===== src/hdl/hub_port_pkg.sv =====
/*
  package for the hub downstream port connect/enable block: register offsets,
  reset values, timing figures and the line state type.
  assumes a 250 MHz system clock.
*/
package hub_port_pkg;

  // ----------------------------------------------------------------------
  // register map
  // ----------------------------------------------------------------------
  localparam logic [7:0] ATTACH_STATUS_OFS = 8'h48;
  localparam logic [7:0] PORT_ENABLE_OFS   = 8'h49;
  localparam logic [7:0] SPEED_SELECT_OFS  = 8'h4A;
  localparam logic [7:0] HUB_CTRL_OFS      = 8'h4C;
  localparam logic [7:0] REG_RESET_VAL     = 8'h00;

  // hub control register fields
  localparam int HUB_CTRL_SUSPEND_BIT = 0;
  localparam int HUB_CTRL_IRQ_EN_BIT  = 1;

  // ----------------------------------------------------------------------
  // timing
  // ----------------------------------------------------------------------
  localparam int CLK_PERIOD_PS    = 4000;
  localparam int CONNECT_TIME_PS  = 2500000;
  localparam int DISCON_TIME_PS   = 2000000;
  // connect must exceed 2.5 us: one cycle past the rounded-up count
  localparam int CONNECT_CYCLES   = (CONNECT_TIME_PS + CLK_PERIOD_PS - 1) / CLK_PERIOD_PS + 1;
  // disconnect at 2.0 us rounded up, inside the 2.0 to 2.5 us window
  localparam int DISCON_CYCLES    = (DISCON_TIME_PS + CLK_PERIOD_PS - 1) / CLK_PERIOD_PS;
  localparam int QUAL_CNT_W       = 10;

  // ----------------------------------------------------------------------
  // line states
  // ----------------------------------------------------------------------
  typedef enum logic [1:0] {
    LINE_SE0 = 2'b00,
    LINE_J   = 2'b01,
    LINE_K   = 2'b11,
    LINE_SE1 = 2'b10
  } line_state_t;

endpackage


===== src/hdl/hub_port_connect_enable.sv =====
/*
  hub repeater logic for the downstream ports: attach qualification, status,
  speed and enable registers, deferred enable and repeat gating.
  assumes all inputs synchronous to ref_clk_i; upstream bus activity, packet
  end, babble, frame checkpoint and forcing are flagged by the serial engine.
*/
// Decided for this implementation: the strobed register port.
// Notes on behaviour
// - D+ low, D- high sets the port's attach flag and raises hub interrupt.
// - D+ high, D- low sets the port's attach flag and raises hub interrupt.
// - attach recorded only after non-SE0 lasts longer than 2.5 us.
// - SE0 for 2.0 to 2.5 us declares detach, clears flag, raises interrupt.
// - both lines low means nothing is attached on that port.
// - attach status holds one flag per port in bits 0 to 3.
// - attach status clears on chip or bus reset, then tracks real ports.
// - attach status bits 4 to 7 always read zero.
// - speed register bit per port, 1 low speed; bits 4 to 7 read zero.
// - speed register clears on resets; firmware programs it at port reset.
// - set enable bit opens the port for traffic both ways.
// - enabled awake port gets upstream traffic; sends upstream unless babbling.
// - full-speed upstream traffic never goes onto a low-speed port.
// - enabling write takes effect at packet end, or at once when idle.
// - in suspend, attach changes interrupt if enabled, even on disabled ports.
// - hub drives an end-of-packet at the first end-of-frame checkpoint.
// - serial engine does stuffing, CRC, handshakes, tokens, address match.
// - babble on a port clears that port's enable bit.
// - no attach interrupt while the port is being forced.
// - port enable register clears on chip or bus reset.
`timescale 1ns/1ns
module hub_port_connect_enable #(
  parameter int NUM_PORTS = 4
) (
  input  wire logic                 ref_clk_i,
  input  wire logic                 reset_n_i,
  input  wire logic                 clk_en_i,
  input  wire logic                 bus_reset_i,
  input  wire logic [7:0]           reg_addr_i,
  input  wire logic [7:0]           reg_wdata_i,
  input  wire logic                 reg_wr_i,
  input  wire logic                 reg_rd_i,
  output logic      [7:0]           reg_rdata_o,
  input  wire logic [NUM_PORTS-1:0] dn_dp_i,
  input  wire logic [NUM_PORTS-1:0] dn_dm_i,
  input  wire logic [NUM_PORTS-1:0] port_forced_i,
  input  wire logic [NUM_PORTS-1:0] babble_i,
  input  wire logic                 up_busy_i,
  input  wire logic                 up_eop_i,
  input  wire logic                 up_full_speed_i,
  input  wire logic                 eof1_i,
  input  wire logic                 engine_suspend_i,
  output logic      [NUM_PORTS-1:0] dn_repeat_en_o,
  output logic      [NUM_PORTS-1:0] up_repeat_en_o,
  output logic                      eop_drive_o,
  output logic                      hub_irq_o
);
  import hub_port_pkg::*;

  // ----------------------------------------------------------------------
  // registers
  // ----------------------------------------------------------------------
  logic [NUM_PORTS-1:0] attach_reg;
  logic [NUM_PORTS-1:0] speed_reg;
  logic [NUM_PORTS-1:0] enable_reg;
  logic [NUM_PORTS-1:0] enable_pend_reg;
  logic [1:0]           hub_ctrl_reg;
  logic [7:0]           rdata_reg;
  logic                 irq_reg;
  logic                 eop_reg;
  logic [NUM_PORTS-1:0] change_w;

  wire logic clr_w      = bus_reset_i;
  wire logic wr_attach  = reg_wr_i && (reg_addr_i == ATTACH_STATUS_OFS);
  wire logic wr_enable  = reg_wr_i && (reg_addr_i == PORT_ENABLE_OFS);
  wire logic wr_speed   = reg_wr_i && (reg_addr_i == SPEED_SELECT_OFS);
  wire logic wr_ctrl    = reg_wr_i && (reg_addr_i == HUB_CTRL_OFS);
  wire logic bus_idle_w = !up_busy_i || up_eop_i;
  wire logic suspend_w  = hub_ctrl_reg[HUB_CTRL_SUSPEND_BIT];
  wire logic irq_en_w   = hub_ctrl_reg[HUB_CTRL_IRQ_EN_BIT];

  // ----------------------------------------------------------------------
  // per-port attach qualification
  // ----------------------------------------------------------------------
  for (genvar p = 0; p < NUM_PORTS; p++) begin : g_port
    logic [1:0]            line_reg;
    logic [QUAL_CNT_W-1:0] cnt_reg;
    wire logic [1:0] line_w  = {dn_dm_i[p], dn_dp_i[p]};
    wire logic       se0_w   = (line_w == LINE_SE0);
    wire logic       same_w  = (line_w == line_reg);
    wire logic       con_ok  = !se0_w && same_w
                               && (cnt_reg == QUAL_CNT_W'(CONNECT_CYCLES - 1));
    wire logic       dis_ok  = se0_w && same_w
                               && (cnt_reg == QUAL_CNT_W'(DISCON_CYCLES - 1));
    wire logic       set_w   = con_ok && !attach_reg[p];
    wire logic       clr_a_w = dis_ok && attach_reg[p];
    assign change_w[p] = (set_w || clr_a_w) && !port_forced_i[p];

    always_ff @(posedge ref_clk_i or negedge reset_n_i) begin
      if (!reset_n_i) begin
        line_reg <= 2'b00;
        cnt_reg  <= '0;
      end else if (clk_en_i) begin
        line_reg <= line_w;
        if (!same_w || clr_w) begin
          cnt_reg <= '0;
        end else if (cnt_reg != QUAL_CNT_W'(CONNECT_CYCLES)) begin
          cnt_reg <= cnt_reg + 1'b1;
        end
      end
    end

    always_ff @(posedge ref_clk_i or negedge reset_n_i) begin
      if (!reset_n_i) begin
        attach_reg[p] <= 1'b0;
      end else if (clk_en_i) begin
        if (clr_w) begin
          attach_reg[p] <= 1'b0;
        end else if (set_w) begin
          attach_reg[p] <= 1'b1;
        end else if (clr_a_w) begin
          attach_reg[p] <= 1'b0;
        end else if (wr_attach) begin
          attach_reg[p] <= reg_wdata_i[p];
        end
      end
    end

    // enable with deferral, babble disable
    always_ff @(posedge ref_clk_i or negedge reset_n_i) begin
      if (!reset_n_i) begin
        enable_reg[p]      <= 1'b0;
        enable_pend_reg[p] <= 1'b0;
      end else if (clk_en_i) begin
        if (clr_w) begin
          enable_reg[p]      <= 1'b0;
          enable_pend_reg[p] <= 1'b0;
        end else if (babble_i[p] && enable_reg[p]) begin
          enable_reg[p]      <= 1'b0;
          enable_pend_reg[p] <= 1'b0;
        end else if (wr_enable && !reg_wdata_i[p]) begin
          enable_reg[p]      <= 1'b0;
          enable_pend_reg[p] <= 1'b0;
        end else if ((wr_enable && reg_wdata_i[p]) || enable_pend_reg[p]) begin
          if (bus_idle_w) begin
            enable_reg[p]      <= 1'b1;
            enable_pend_reg[p] <= 1'b0;
          end else begin
            enable_pend_reg[p] <= 1'b1;
          end
        end
      end
    end

    // repeat gating
    assign dn_repeat_en_o[p] = enable_reg[p] && !engine_suspend_i
                               && !(speed_reg[p] && up_full_speed_i);
    assign up_repeat_en_o[p] = enable_reg[p] && !engine_suspend_i
                               && !babble_i[p];
  end

  // ----------------------------------------------------------------------
  // speed, control, interrupt, end-of-frame
  // ----------------------------------------------------------------------
  wire logic irq_next = |change_w && (!suspend_w || irq_en_w);

  always_ff @(posedge ref_clk_i or negedge reset_n_i) begin
    if (!reset_n_i) begin
      speed_reg    <= '0;
      hub_ctrl_reg <= 2'b00;
      irq_reg      <= 1'b0;
      eop_reg      <= 1'b0;
    end else if (clk_en_i) begin
      if (clr_w) begin
        speed_reg <= '0;
      end else if (wr_speed) begin
        speed_reg <= reg_wdata_i[NUM_PORTS-1:0];
      end
      if (wr_ctrl) begin
        hub_ctrl_reg <= reg_wdata_i[1:0];
      end
      irq_reg <= irq_next;
      eop_reg <= eof1_i;
    end
  end

  // ----------------------------------------------------------------------
  // read port
  // ----------------------------------------------------------------------
  wire logic [7:0] attach_w = 8'(attach_reg);
  wire logic [7:0] speed_w  = 8'(speed_reg);
  wire logic [7:0] enable_w = 8'(enable_reg);
  wire logic [7:0] ctrl_w   = 8'(hub_ctrl_reg);
  wire logic [7:0] rsel_w   = (reg_addr_i == ATTACH_STATUS_OFS) ? attach_w :
                              (reg_addr_i == PORT_ENABLE_OFS)   ? enable_w :
                              (reg_addr_i == SPEED_SELECT_OFS)  ? speed_w  :
                              (reg_addr_i == HUB_CTRL_OFS)      ? ctrl_w   : REG_RESET_VAL;

  always_ff @(posedge ref_clk_i or negedge reset_n_i) begin
    if (!reset_n_i) begin
      rdata_reg <= REG_RESET_VAL;
    end else if (clk_en_i) begin
      rdata_reg <= reg_rd_i ? rsel_w : REG_RESET_VAL;
    end
  end

  assign reg_rdata_o = rdata_reg;
  assign hub_irq_o   = irq_reg;
  assign eop_drive_o = eop_reg;

  for (genvar q = 0; q < NUM_PORTS; q++) begin : g_chk

  end
endmodule


===== config.mk =====
export PLATFORM = sky130hd
export DESIGN_NAME = hub_port_connect_enable
export DESIGN_NICKNAME = d
export VERILOG_FILES = /design/src/hdl/hub_port_pkg.sv /design/src/hdl/hub_port_connect_enable.sv
export SDC_FILE = /design/constraint.sdc
export NUM_CORES = 1
export LEC_CHECK = 0
export BUFFER_PORTS_ARGS = -buffer_cell sky130_fd_sc_hd__buf_2
export CORE_AREA = 2 2 107 109
export DETAILED_ROUTE_END_ITERATION = 8
export DIE_AREA = 0 0 109 111
export GPL_ROUTABILITY_DRIVEN = 0
export PLACE_DENSITY = 0.71
export SLEW_MARGIN = 20
export SYNTH_ARGS = -nofsm -noshare
export SYNTH_HDL_FRONTEND = slang
export SYNTH_SLANG_ARGS = --single-unit

===== constraint.sdc =====
create_clock -name ref_clk_i -period 2 [get_ports ref_clk_i]
set_input_delay 0.1 -clock ref_clk_i [delete_from_list [all_inputs] [get_ports ref_clk_i]]
set_output_delay 0.1 -clock ref_clk_i [all_outputs]
set_load 0.05 [all_outputs]

==> flow_results.org, run 1 <==
** Status
- Result of the run :: finished clean

** Worst setup path
- The worst setup path is launched from a flip-flop.
- Setup CP Type :: flip-flop to flip-flop
- CP Cell Sequence :: ha_1, nor4bb_1, and4bb_2, o21bai_1, a31oi_1, mux2_2
- In this run the critical register-to-register path is launched from g_port[1].cnt_reg[1].
- STA puts the critical path data arrival time at around 2100 ps.
- The most critical setup path has its startpoint at g_port[1].cnt_reg[1].
- For the worst setup path, the data required time is 2220 ps.
- Max Fanout on Critical Path :: 5
- Slowest cell on crit path :: sky130_fd_sc_hd__dfrtp_1
- Critical path capture point type :: flip-flop
- On the worst path, the slowest cell contributes a delay of 410 ps.

** Global route
- Global-route usage over all layers :: 18.8%
- The number of antenna violations at the first check in global routing came to 0.
- Pin count of the biggest net entering global routing :: 73
- Wire length of the first global-routing pass :: around 18,000 µm
- The total overflow left after global routing is 0.
- The via count of the first global-routing pass came to around 3,800.

** Power and ir drop
- The share of total power dissipated in the clock network is 44.9%.
- Overall power of the completed layout :: 3.85 mW
- Internal :: between 2 and 3 mW
- Dividing total power by cell area gives a power density of 754 nW/µm².
- In this run the power spent charging and discharging nets is 1.04 mW.
- Fraction of power spent switching nets :: between 20 and 30%
- Combinational group share of total power :: 13.8%
- IR Drop Worst-Case VDD :: ~0.48 mV
- Of the total power, registers draw between 40% and 50%.
- In this run the static leakage power is 2.22 nW.

** Clocking
- TritonCTS sink count :: between 70 and 80
- In this run the number of H-tree levels came out at 3.
- After clock tree synthesis, the clock-pin slew on the worst setup and hold paths is around 60 ps.
- The root buffer cell chosen for the clock tree is sky130_fd_sc_hd__clkbuf_16.
- For the worst-skew pair, the clock arrives at the later sink with an insertion delay of 340 ps.
- Maximum clock path buffer count :: 2
- Once the clock tree was built, the resizer swapped 0 gates to a different size.
- CTS Buf Count :: 9
- TritonCTS built the clock tree.

** Synth
- Top cells by area, synth :: sky130_fd_sc_hd__dfrtp_1 (42%), sky130_fd_sc_hd__o21ai_0 (5.2%), sky130_fd_sc_hd__nand2_1 (3.6%)
- Counting flops with a built-in enable in the synthesized netlist gives 0.
- For this run, the leading register cell type out of synthesis is sky130_fd_sc_hd__dfrtp_1.
- In the synthesized netlist, the number of instances is 485.
- Flip-flop and latch count after synthesis :: 72
- Most frequent cells after synthesis :: sky130_fd_sc_hd__dfrtp_1 (72), sky130_fd_sc_hd__o21ai_0 (45), sky130_fd_sc_hd__nand2_1 (41), sky130_fd_sc_hd__nor2_1 (37), sky130_fd_sc_hd__nand3_1 (29)
- Of all cell types, the one taking the most synthesized area is sky130_fd_sc_hd__dfrtp_1.
- Unique masters post-synth :: 58
- Syn avg cell area :: 8.91 µm²
- Mapped cell area :: 4320 µm²
- By instance count, the leading cell after synthesis is sky130_fd_sc_hd__dfrtp_1.
- Yosys Warn Count :: 0
- Post-synthesis async set-or-reset flop share :: 100%
- The share of the Yosys chip area taken by registers is between 40% and 50%.
- Of the post-synthesis cell area, the dominant cell type holds 41.7%.

** Floorplanning
- After floorplanning, the core was sized to cover roughly 11,000 µm².
- Row generation in the floorplan step produced 39 rows.
- Chip Width :: 109 µm
- In this run the vertical extent of the chip is 111 µm.
- For this design the top-level I/O count stands at 61.
- Total die area :: 12,100 µm²
- The initial utilization of the core area, before any placement, comes to 39.0%.

** STA
- Hold slack final :: 2.44 ps
- Tmin final :: 1870 ps
- Derived from the worst setup path, the maximum achievable clock frequency is 0.535 GHz.
- Skew final :: 8.38 ps
- In the finished design, the share of the clock period the worst path needs comes to 93.4%.
- Setup violations remaining at the end of the flow were counted as 0.
- The worst pin sits at a relative slew slack of 56.4%.
- Worst slew pin tran :: 649 ps
- Final Hold Vio Count :: 0
- The final-report max-slew violation count came to 0.
- After routing, the total negative slack on setup checks comes to 0 ps.
- RSZ-0062 raised after global routing :: false

** Finish
- Max FFs per register :: 40
- The number of antenna diodes in the final layout is 0.
- Filler cell count in the final layout :: between 1,000 and 1,500
- Sequential cell area :: 1800 µm²
- For this run, the share of the core covered by cells in the final layout is a little under half.
- Fraction of layout cells with a size suffix above 1 :: 17.7%
- Synth-to-layout area growth :: 18.1%
- Count of nets after finishing :: approximately 600
- Multi-input gate area in the final layout :: 2340 µm²

** Detailed routing
- In the routed design, unresolved DRC markers number 0.
- Drt wl/cell :: approximately 16 µm
- Vias/cell :: approximately 5.7
- The routed layout has ~3,900 vias.
- After the first detailed-routing iteration, the DRC count stood at 277.
- The first TritonRoute pass finished after 5 iterations.
- Antenna Violating Nets Remaining :: 0
- After detailed routing, the total wire length is 10,800 µm.

** Placed design
- Buffers on Ports :: 52
- Detailed placement ended at an HPWL of 7820 µm.

** Min path
- In this run the most critical hold path is launched from eof1_i.
- The tightest min-delay check is of the primary input to flip-flop type.

** Run
- Max-capacitance violation count :: 0
## through the flow
stage / instances / instance area, µm² / setup WS (ps)
floorplan: 488 / 4330 / 250
global placement: 674 / 4770 / 207
detailed placement: 674 / 4770 / 171
CTS: 691 / 5100 / 153
global route: 691 / 5100 / 46.5
finish: 691 / 5100 / 131
## placed cells by master (no fill, tap or decap), types with 13 or more instances in the layout
cell type / n
sky130_fd_sc_hd__nor2_1: 37
sky130_fd_sc_hd__inv_1: 26
sky130_fd_sc_hd__o21ai_0: 45
sky130_fd_sc_hd__dfrtp_1: 72
sky130_fd_sc_hd__buf_2: 52
sky130_fd_sc_hd__and3_1: 13
sky130_fd_sc_hd__nand3_1: 29
sky130_fd_sc_hd__a21oi_1: 18
sky130_fd_sc_hd__nand2_1: 41
## kinds of logic (layout without fill, tap and decap cells)
logic type / count (synthesis) / in the layout / synth area share [%]
compound gates: 118 / 118 / 17.5
xor+xnor: 22 / 22 / 4.46
fa+ha+maj: 12 / 12 / 3.47
buf+inv: 46 / 106 / 4.34
flops: 72 / 72 / 41.7
mux: 17 / 17 / 4.28
other cells: 1 / 4 / 0.0868
simple gates: 197 / 197 / 24.2
## worst max-delay path: cells and delay by family, from the launching register on
| kind | cells | cell delay (ps) |
|---|---|---|
| adder cells (fa/ha/maj) | 1 | 200 |
| flip-flops | 1 | 410 |
| multiplexers | 1 | 350 |
| AND/OR/NAND/NOR | 2 | 520 |
| AO/OA/AOI/OAI | 2 | 270 |
## timing repair
item                       CTS  global route
setup buffers                0             0
setup endpoints to repair    0             0
hold buffers                 1             0
hold endpoints to repair    72             0
## routing by layer
metal | up-vias | part of all wire (%) | GRT usage (%)
li1 | 1868 | - | -
met3 | 23 | 5.2 | 3.17
met2 | 135 | 51 | 31.4
met5 | - | 0 | 0
met1 | 1885 | 42 | 23.9
met4 | 0 | 1.8 | 7.44
## path summary, 6_finish.rpt
path | cells past startpoint | end | slack, ps
min reg2reg | 1 | g_port[2].cnt_reg[6] | 490
max in group asynchronous | 3 | g_port[1].cnt_reg[3] | 1370
max reg2reg | 6 | attach_reg[1] | 130
min in group asynchronous | 3 | g_port[2].cnt_reg[4] | 320
min | 2 | eop_drive_o | 2
max | 6 | attach_reg[1] | 130
## power groups by stage
stage	registers (mW)	clock network, mW	logic (mW)
floorplan	1.61	0	0.332
CTS	1.59	1.75	0.532
finish	1.59	1.73	0.530
global route	1.60	1.83	0.588
detailed placement	1.61	0	0.527
global placement	1.61	0	0.514
## area by class of cell
type,count,share of cell area (%)
Multi-Input combinational cell,370,45.9
Sequential cell,72,35.3
Timing Repair Buffer,63,7.01
Clock buffer,9,4.41
Tap cell,143,3.51
Inverter,27,1.99
Clock inverter,7,1.86
(Power assumes the default switching activity.)
==> run 2, diff against run 1 <==
--- a/config.mk
+++ b/config.mk
@@ -5,12 +5,14 @@
 export SDC_FILE = /design/constraint.sdc
 export NUM_CORES = 1
 export LEC_CHECK = 0
+export ABC_AREA = 1
 export BUFFER_PORTS_ARGS = -buffer_cell sky130_fd_sc_hd__buf_2
-export CORE_AREA = 2 2 107 109
+export CORE_AREA = 2 2 111 113
+export CTS_BUF_LIST = sky130_fd_sc_hd__clkbuf_8
 export DETAILED_ROUTE_END_ITERATION = 8
-export DIE_AREA = 0 0 109 111
+export DIE_AREA = 0 0 113 115
 export GPL_ROUTABILITY_DRIVEN = 0
-export PLACE_DENSITY = 0.71
+export PLACE_DENSITY = 0.7
 export SLEW_MARGIN = 20
 export SYNTH_ARGS = -nofsm -noshare
 export SYNTH_HDL_FRONTEND = slang
==> run 2 against run 1 <==
  * The run now ends with DRC left
  * Synthesized area increased by 7.1%
  * Final cell count increased by 26%
  * Die area increased by 7.4%
  * Total power decreased by 11%
  * Sequential share of layout area fell by 1.4 points
  * Count of clock-buffer cells in the layout rose by 1
  * Critical path type unchanged
  * Hold slack better by 16 ps
  * Combinational power rose by 13%
  * Maximum frequency is 15% higher
==> flow_results.org, run 2 <==
** Floorplanning
- Core box area :: 11,800 µm² (+6.6%)
- The starting density of the core came to 39.2% (+0.16 points).
- The area of the die came to 13,000 µm² (+7.4%).
- I/O pin total :: 61 (unchanged)
- The number of placement rows came to 40 (+2.6%).
- Chip height :: 115 µm (+3.6%)
- Chip Width :: 113 µm (+3.7%)

** Synth
- The number of flops mapped to enable cells by yosys came to 0 (unchanged).
- Gate count of the mapped netlist :: 653 (+35%)
- Among all flip-flop cells after synthesis, the most frequent one is sky130_fd_sc_hd__dfrtp_1.
- Unique masters post-synth :: 36 (-38%)
- Count leader, synth :: sky130_fd_sc_hd__nand2_1
- The synthesized design spends more area on one cell type than any other, namely sky130_fd_sc_hd__dfrtp_1.
- The share of synthesized area occupied by flip-flops and latches is 38.9% (-2.8 points).
- Share of Yosys cell area claimed by the top area cell type :: 38.9% (-2.8 points)
- The proportion of register bits with asynchronous set or reset after synthesis was 100% (unchanged).
- Mapped cell area :: 4630 µm² (+7.1%)
- Syn avg cell area :: 7.09 µm² (-20%)
- The number of warnings reported in the yosys synthesis log came to 0 (unchanged).
- The number of synthesized register bits is 72 (unchanged).
- Most frequent cells after synthesis :: sky130_fd_sc_hd__nand2_1 (173), sky130_fd_sc_hd__inv_1 (93), sky130_fd_sc_hd__nor2_1 (76), sky130_fd_sc_hd__dfrtp_1 (72), sky130_fd_sc_hd__o21ai_0 (47)
- Top cells by area, synth :: sky130_fd_sc_hd__dfrtp_1 (39%), sky130_fd_sc_hd__nand2_1 (14%), sky130_fd_sc_hd__inv_1 (7.5%)

** Clocking
- TritonCTS sink count :: 72 (unchanged)
- The maximum clock path buffer count is 2 (unchanged).
- CTS Buf Count :: 9 (unchanged)
- The number of cells upsized or downsized after cts came to 0 (unchanged).
- TritonCTS built the clock tree.
- The clock latency at the later pin of the worst-skew pair is 350 ps (about the same).
- Root buffer cell :: sky130_fd_sc_hd__clkbuf_8
- The clock-pin slew on the worst setup and hold paths is 70 ps (about the same).
- The number of levels in the clock H-tree came to 3 (unchanged).

** Finish
- Count of nets after finishing :: 772 (+29%)
- Max FFs per register :: 40 (unchanged)
- Fraction of layout cells with a size suffix above 1 :: 15.9% (-1.8 points)
- Post-layout utilization of the core :: 45.0% (-1.1 points)
- Filler cell count in the final layout :: 1,181 (+12%)
- In the layout the commonest cells are sky130_fd_sc_hd__nand2_1 (173), sky130_fd_sc_hd__inv_1 (96), sky130_fd_sc_hd__nor2_1 (76).
- Leaving out fill and tap cells, the most frequent cell in the layout is sky130_fd_sc_hd__nand2_1.
- Antenna diode count :: 0 (unchanged)
- From synthesis to final layout, the design area changed by 14.9%.

** STA
- Skew final :: 11.4 ps (+3.02 ps)
- The pin slew with the least headroom to its limit is 587 ps (-61.6 ps).
- The final-report max-slew violation count is 0 (unchanged).
- The ratio of final minimum period to clock period is 81.3% (-12 points).
- The setup TNS after final layout is 0 ps (unchanged).
- The final critical delay including setup and external delays was 1630 ps (-244 ps).
- The final setup violation count is 0 (unchanged).
- The worst-case headroom to the max-slew limit was 60.8% (+4.4 points).
- The top achievable clock speed is 0.615 GHz (+15%).
- Final Hold Vio Count :: 0 (unchanged)
- RSZ-0062 raised after global routing :: false

** Run
- The number of maximum-capacitance violations was 0 (unchanged).

** Global route
- The global-route wire length before repair came to 17,400 µm (-3.9%).
- Pin count of the biggest net entering global routing :: 55 (-25%)
- The via count of the first global-routing pass is 3,696 (-3.8%).
- Global routing met3 resource utilization :: 2.37% (-0.80 points)
- The met2 demand-to-capacity share in global routing was 26.4% (-5.0 points).
- Global Route met1 Usage :: 23.1% (-0.80 points)
- The total global routing track utilization was 16.7% (-2.1 points).
- The global-route congestion overflow total was 0 (unchanged).
- The global routing stage identified its most utilized layer as met2.
- The number of antenna violations at the first check in global routing was 0 (unchanged).

** Worst setup path
- Critical path capture point type :: flip-flop
- Max Fanout on Critical Path :: 12 (+7)
- Data arrival time of the critical path :: 1910 ps (-180 ps)
- WP data required :: 2280 ps (+60 ps)
- STA classifies the critical path startpoint as a flip-flop.
- The worst setup path is of the flip-flop to flip-flop kind.

** Power and ir drop
- Flop pwr share :: 45.8% (+4.5 points)
- The maximum resistive drop on vdd was 0.266 mV (-44%).
- The power per unit of standard cell area came to 646 nW/µm² (-14%).
- The internal portion of total power is 2.43 mW (-13%).
- The leakage power summed over all cells is 2.64 nW (+19%).
- Sw Pwr :: 1.01 mW (-3.1%)
- The switching part of the total came to 29.3% (+2.3 points).
- Combinational group share of total power :: 17.5% (+3.7 points)
- Power share of the clock group :: 36.7% (-8.2 points)

** Detailed routing
- The mean number of vias per cell is 4.79 (-15%).
- The violation count after the first detailed-route iteration was 370 (+34%).
- The number of design rule violations left after detail routing was 7 (+7).
- The number of nets with antenna violations after detailed routing was 0 (unchanged).
- The routed wire length was 10,200 µm (-5.5%).
- Drt wl/cell :: 11.7 µm (-25%)
- The number of optimization iterations in the first detailed-route pass came to 7 (+2).
- The detailed-route via count is 4,161 (+6.4%).

** Status
- Violations in the final reports :: DRC
- The flow ran to the end, but the final reports show violations.

** Min path
- Tightest Hold Check Type :: primary input to flip-flop

** Placed design
- The total half-perimeter wirelength after legalization and detailed placement is 7630 µm (-2.4%).
- Buffers on Ports :: 52 (unchanged)
[run 2: changes by cell type in the layout (fill, tap and decap cells not counted), moves of 12 or more]
cell / delta
sky130_fd_sc_hd__and3_1: -13
sky130_fd_sc_hd__inv_1: +70
sky130_fd_sc_hd__mux2_2: -12
sky130_fd_sc_hd__nand2_1: +132
sky130_fd_sc_hd__nand3_1: +14
sky130_fd_sc_hd__nor2_1: +39
[run 2: final timing paths]
check	slack, ps	endpoint	startpoint	depth (start not counted)
worst max register to register	370	g_port[1].cnt_reg[5]	g_port[1].cnt_reg[0]	12
worst min register to register	480	reg_rdata_o[2]	reg_rdata_o[2]	2
worst max-delay path	370	g_port[1].cnt_reg[5]	g_port[1].cnt_reg[0]	12
max in group asynchronous	1270	g_port[2].cnt_reg[1]	reset_n_i	3
min in group asynchronous	160	g_port[3].line_reg[0]	reset_n_i	2
worst min-delay path	20	g_port[0].line_reg[0]	dn_dp_i[0]	3
[run 2: what timing repair did]
item | CTS | global route
hold buffers | 7 | 0
buffers inserted | 0 | 0
endpoints found under the hold margin | 78 | 0
[run 2: final cells by class]
type	count	area (µm²)	share of cell area, %
multi-input cells	472	2370	44.5
flip-flops and latches	72	1800	33.9
repair buffers	63	375	7.06
inverters	99	374	7.04
well taps	147	184	3.46
clock buffers	10	138	2.59
clock inverters	6	76.3	1.44
[run 2: worst max-delay path, cell delays in order (launching register included)]
cell and delay (ps):
sky130_fd_sc_hd__dfrtp_1 440, sky130_fd_sc_hd__inv_1 160, sky130_fd_sc_hd__ha_1 160, sky130_fd_sc_hd__nand2_1 50
sky130_fd_sc_hd__nor2_1 110, sky130_fd_sc_hd__nand2_1 50, sky130_fd_sc_hd__nand2_1 60, sky130_fd_sc_hd__nand2_2 150
sky130_fd_sc_hd__nand2_1 100, sky130_fd_sc_hd__nand2_1 60, sky130_fd_sc_hd__o21ai_0 70, sky130_fd_sc_hd__inv_1 50
sky130_fd_sc_hd__nor2_1 80
[run 2: per-layer routing]
metal  vias to the layer above  share of wire [%]
met5                         -                  0
li1                       2214                  -
met1                      1863                 50
met3                        13                3.7
met4                         0                1.9
met2                        71                 44
[run 2: power groups by stage]
stage,Combinational [mW],Clock (mW),Sequential [mW]
4_1_cts,0.609,1.30,1.57
3_3_place_gp,0.591,0,1.60
3_5_place_dp,0.597,0,1.60
2_1_floorplan,0.420,0,1.60
5_1_grt,0.682,1.36,1.59
6_report,0.601,1.26,1.57
[run 2: per-stage QoR]
step / worst slack, ps / total power, mW / instance area [µm²] / std cells / hold WS (ps)
after global routing: 130 / 3.63 / 5320 / 869 / 29.6
after detailed placement: 369 / 2.20 / 5030 / 846 / 6.13
after global placement: 401 / 2.19 / 5030 / 846 / 6.72
final: 375 / 3.44 / 5320 / 869 / 18.1
after CTS: 364 / 3.49 / 5320 / 869 / 8.77
after floorplan: 311 / 2.02 / 4640 / 656 / -196
[run 2: cell families (layout without fill, tap and decap cells)]
| family | Yosys count | after routing | share of synthesized area (%) |
|---|---|---|---|
| other | 1 | 4 | 0.0810 |
| DFF | 72 | 72 | 38.9 |
| buffers and inverters | 112 | 178 | 10.1 |
| AOI/OAI and AO/OA | 102 | 102 | 12.8 |
| and+or+nand+nor | 349 | 349 | 33.9 |
| adders and majority gates | 12 | 12 | 3.24 |
| xor gates and xnor gates | 5 | 5 | 0.946 |
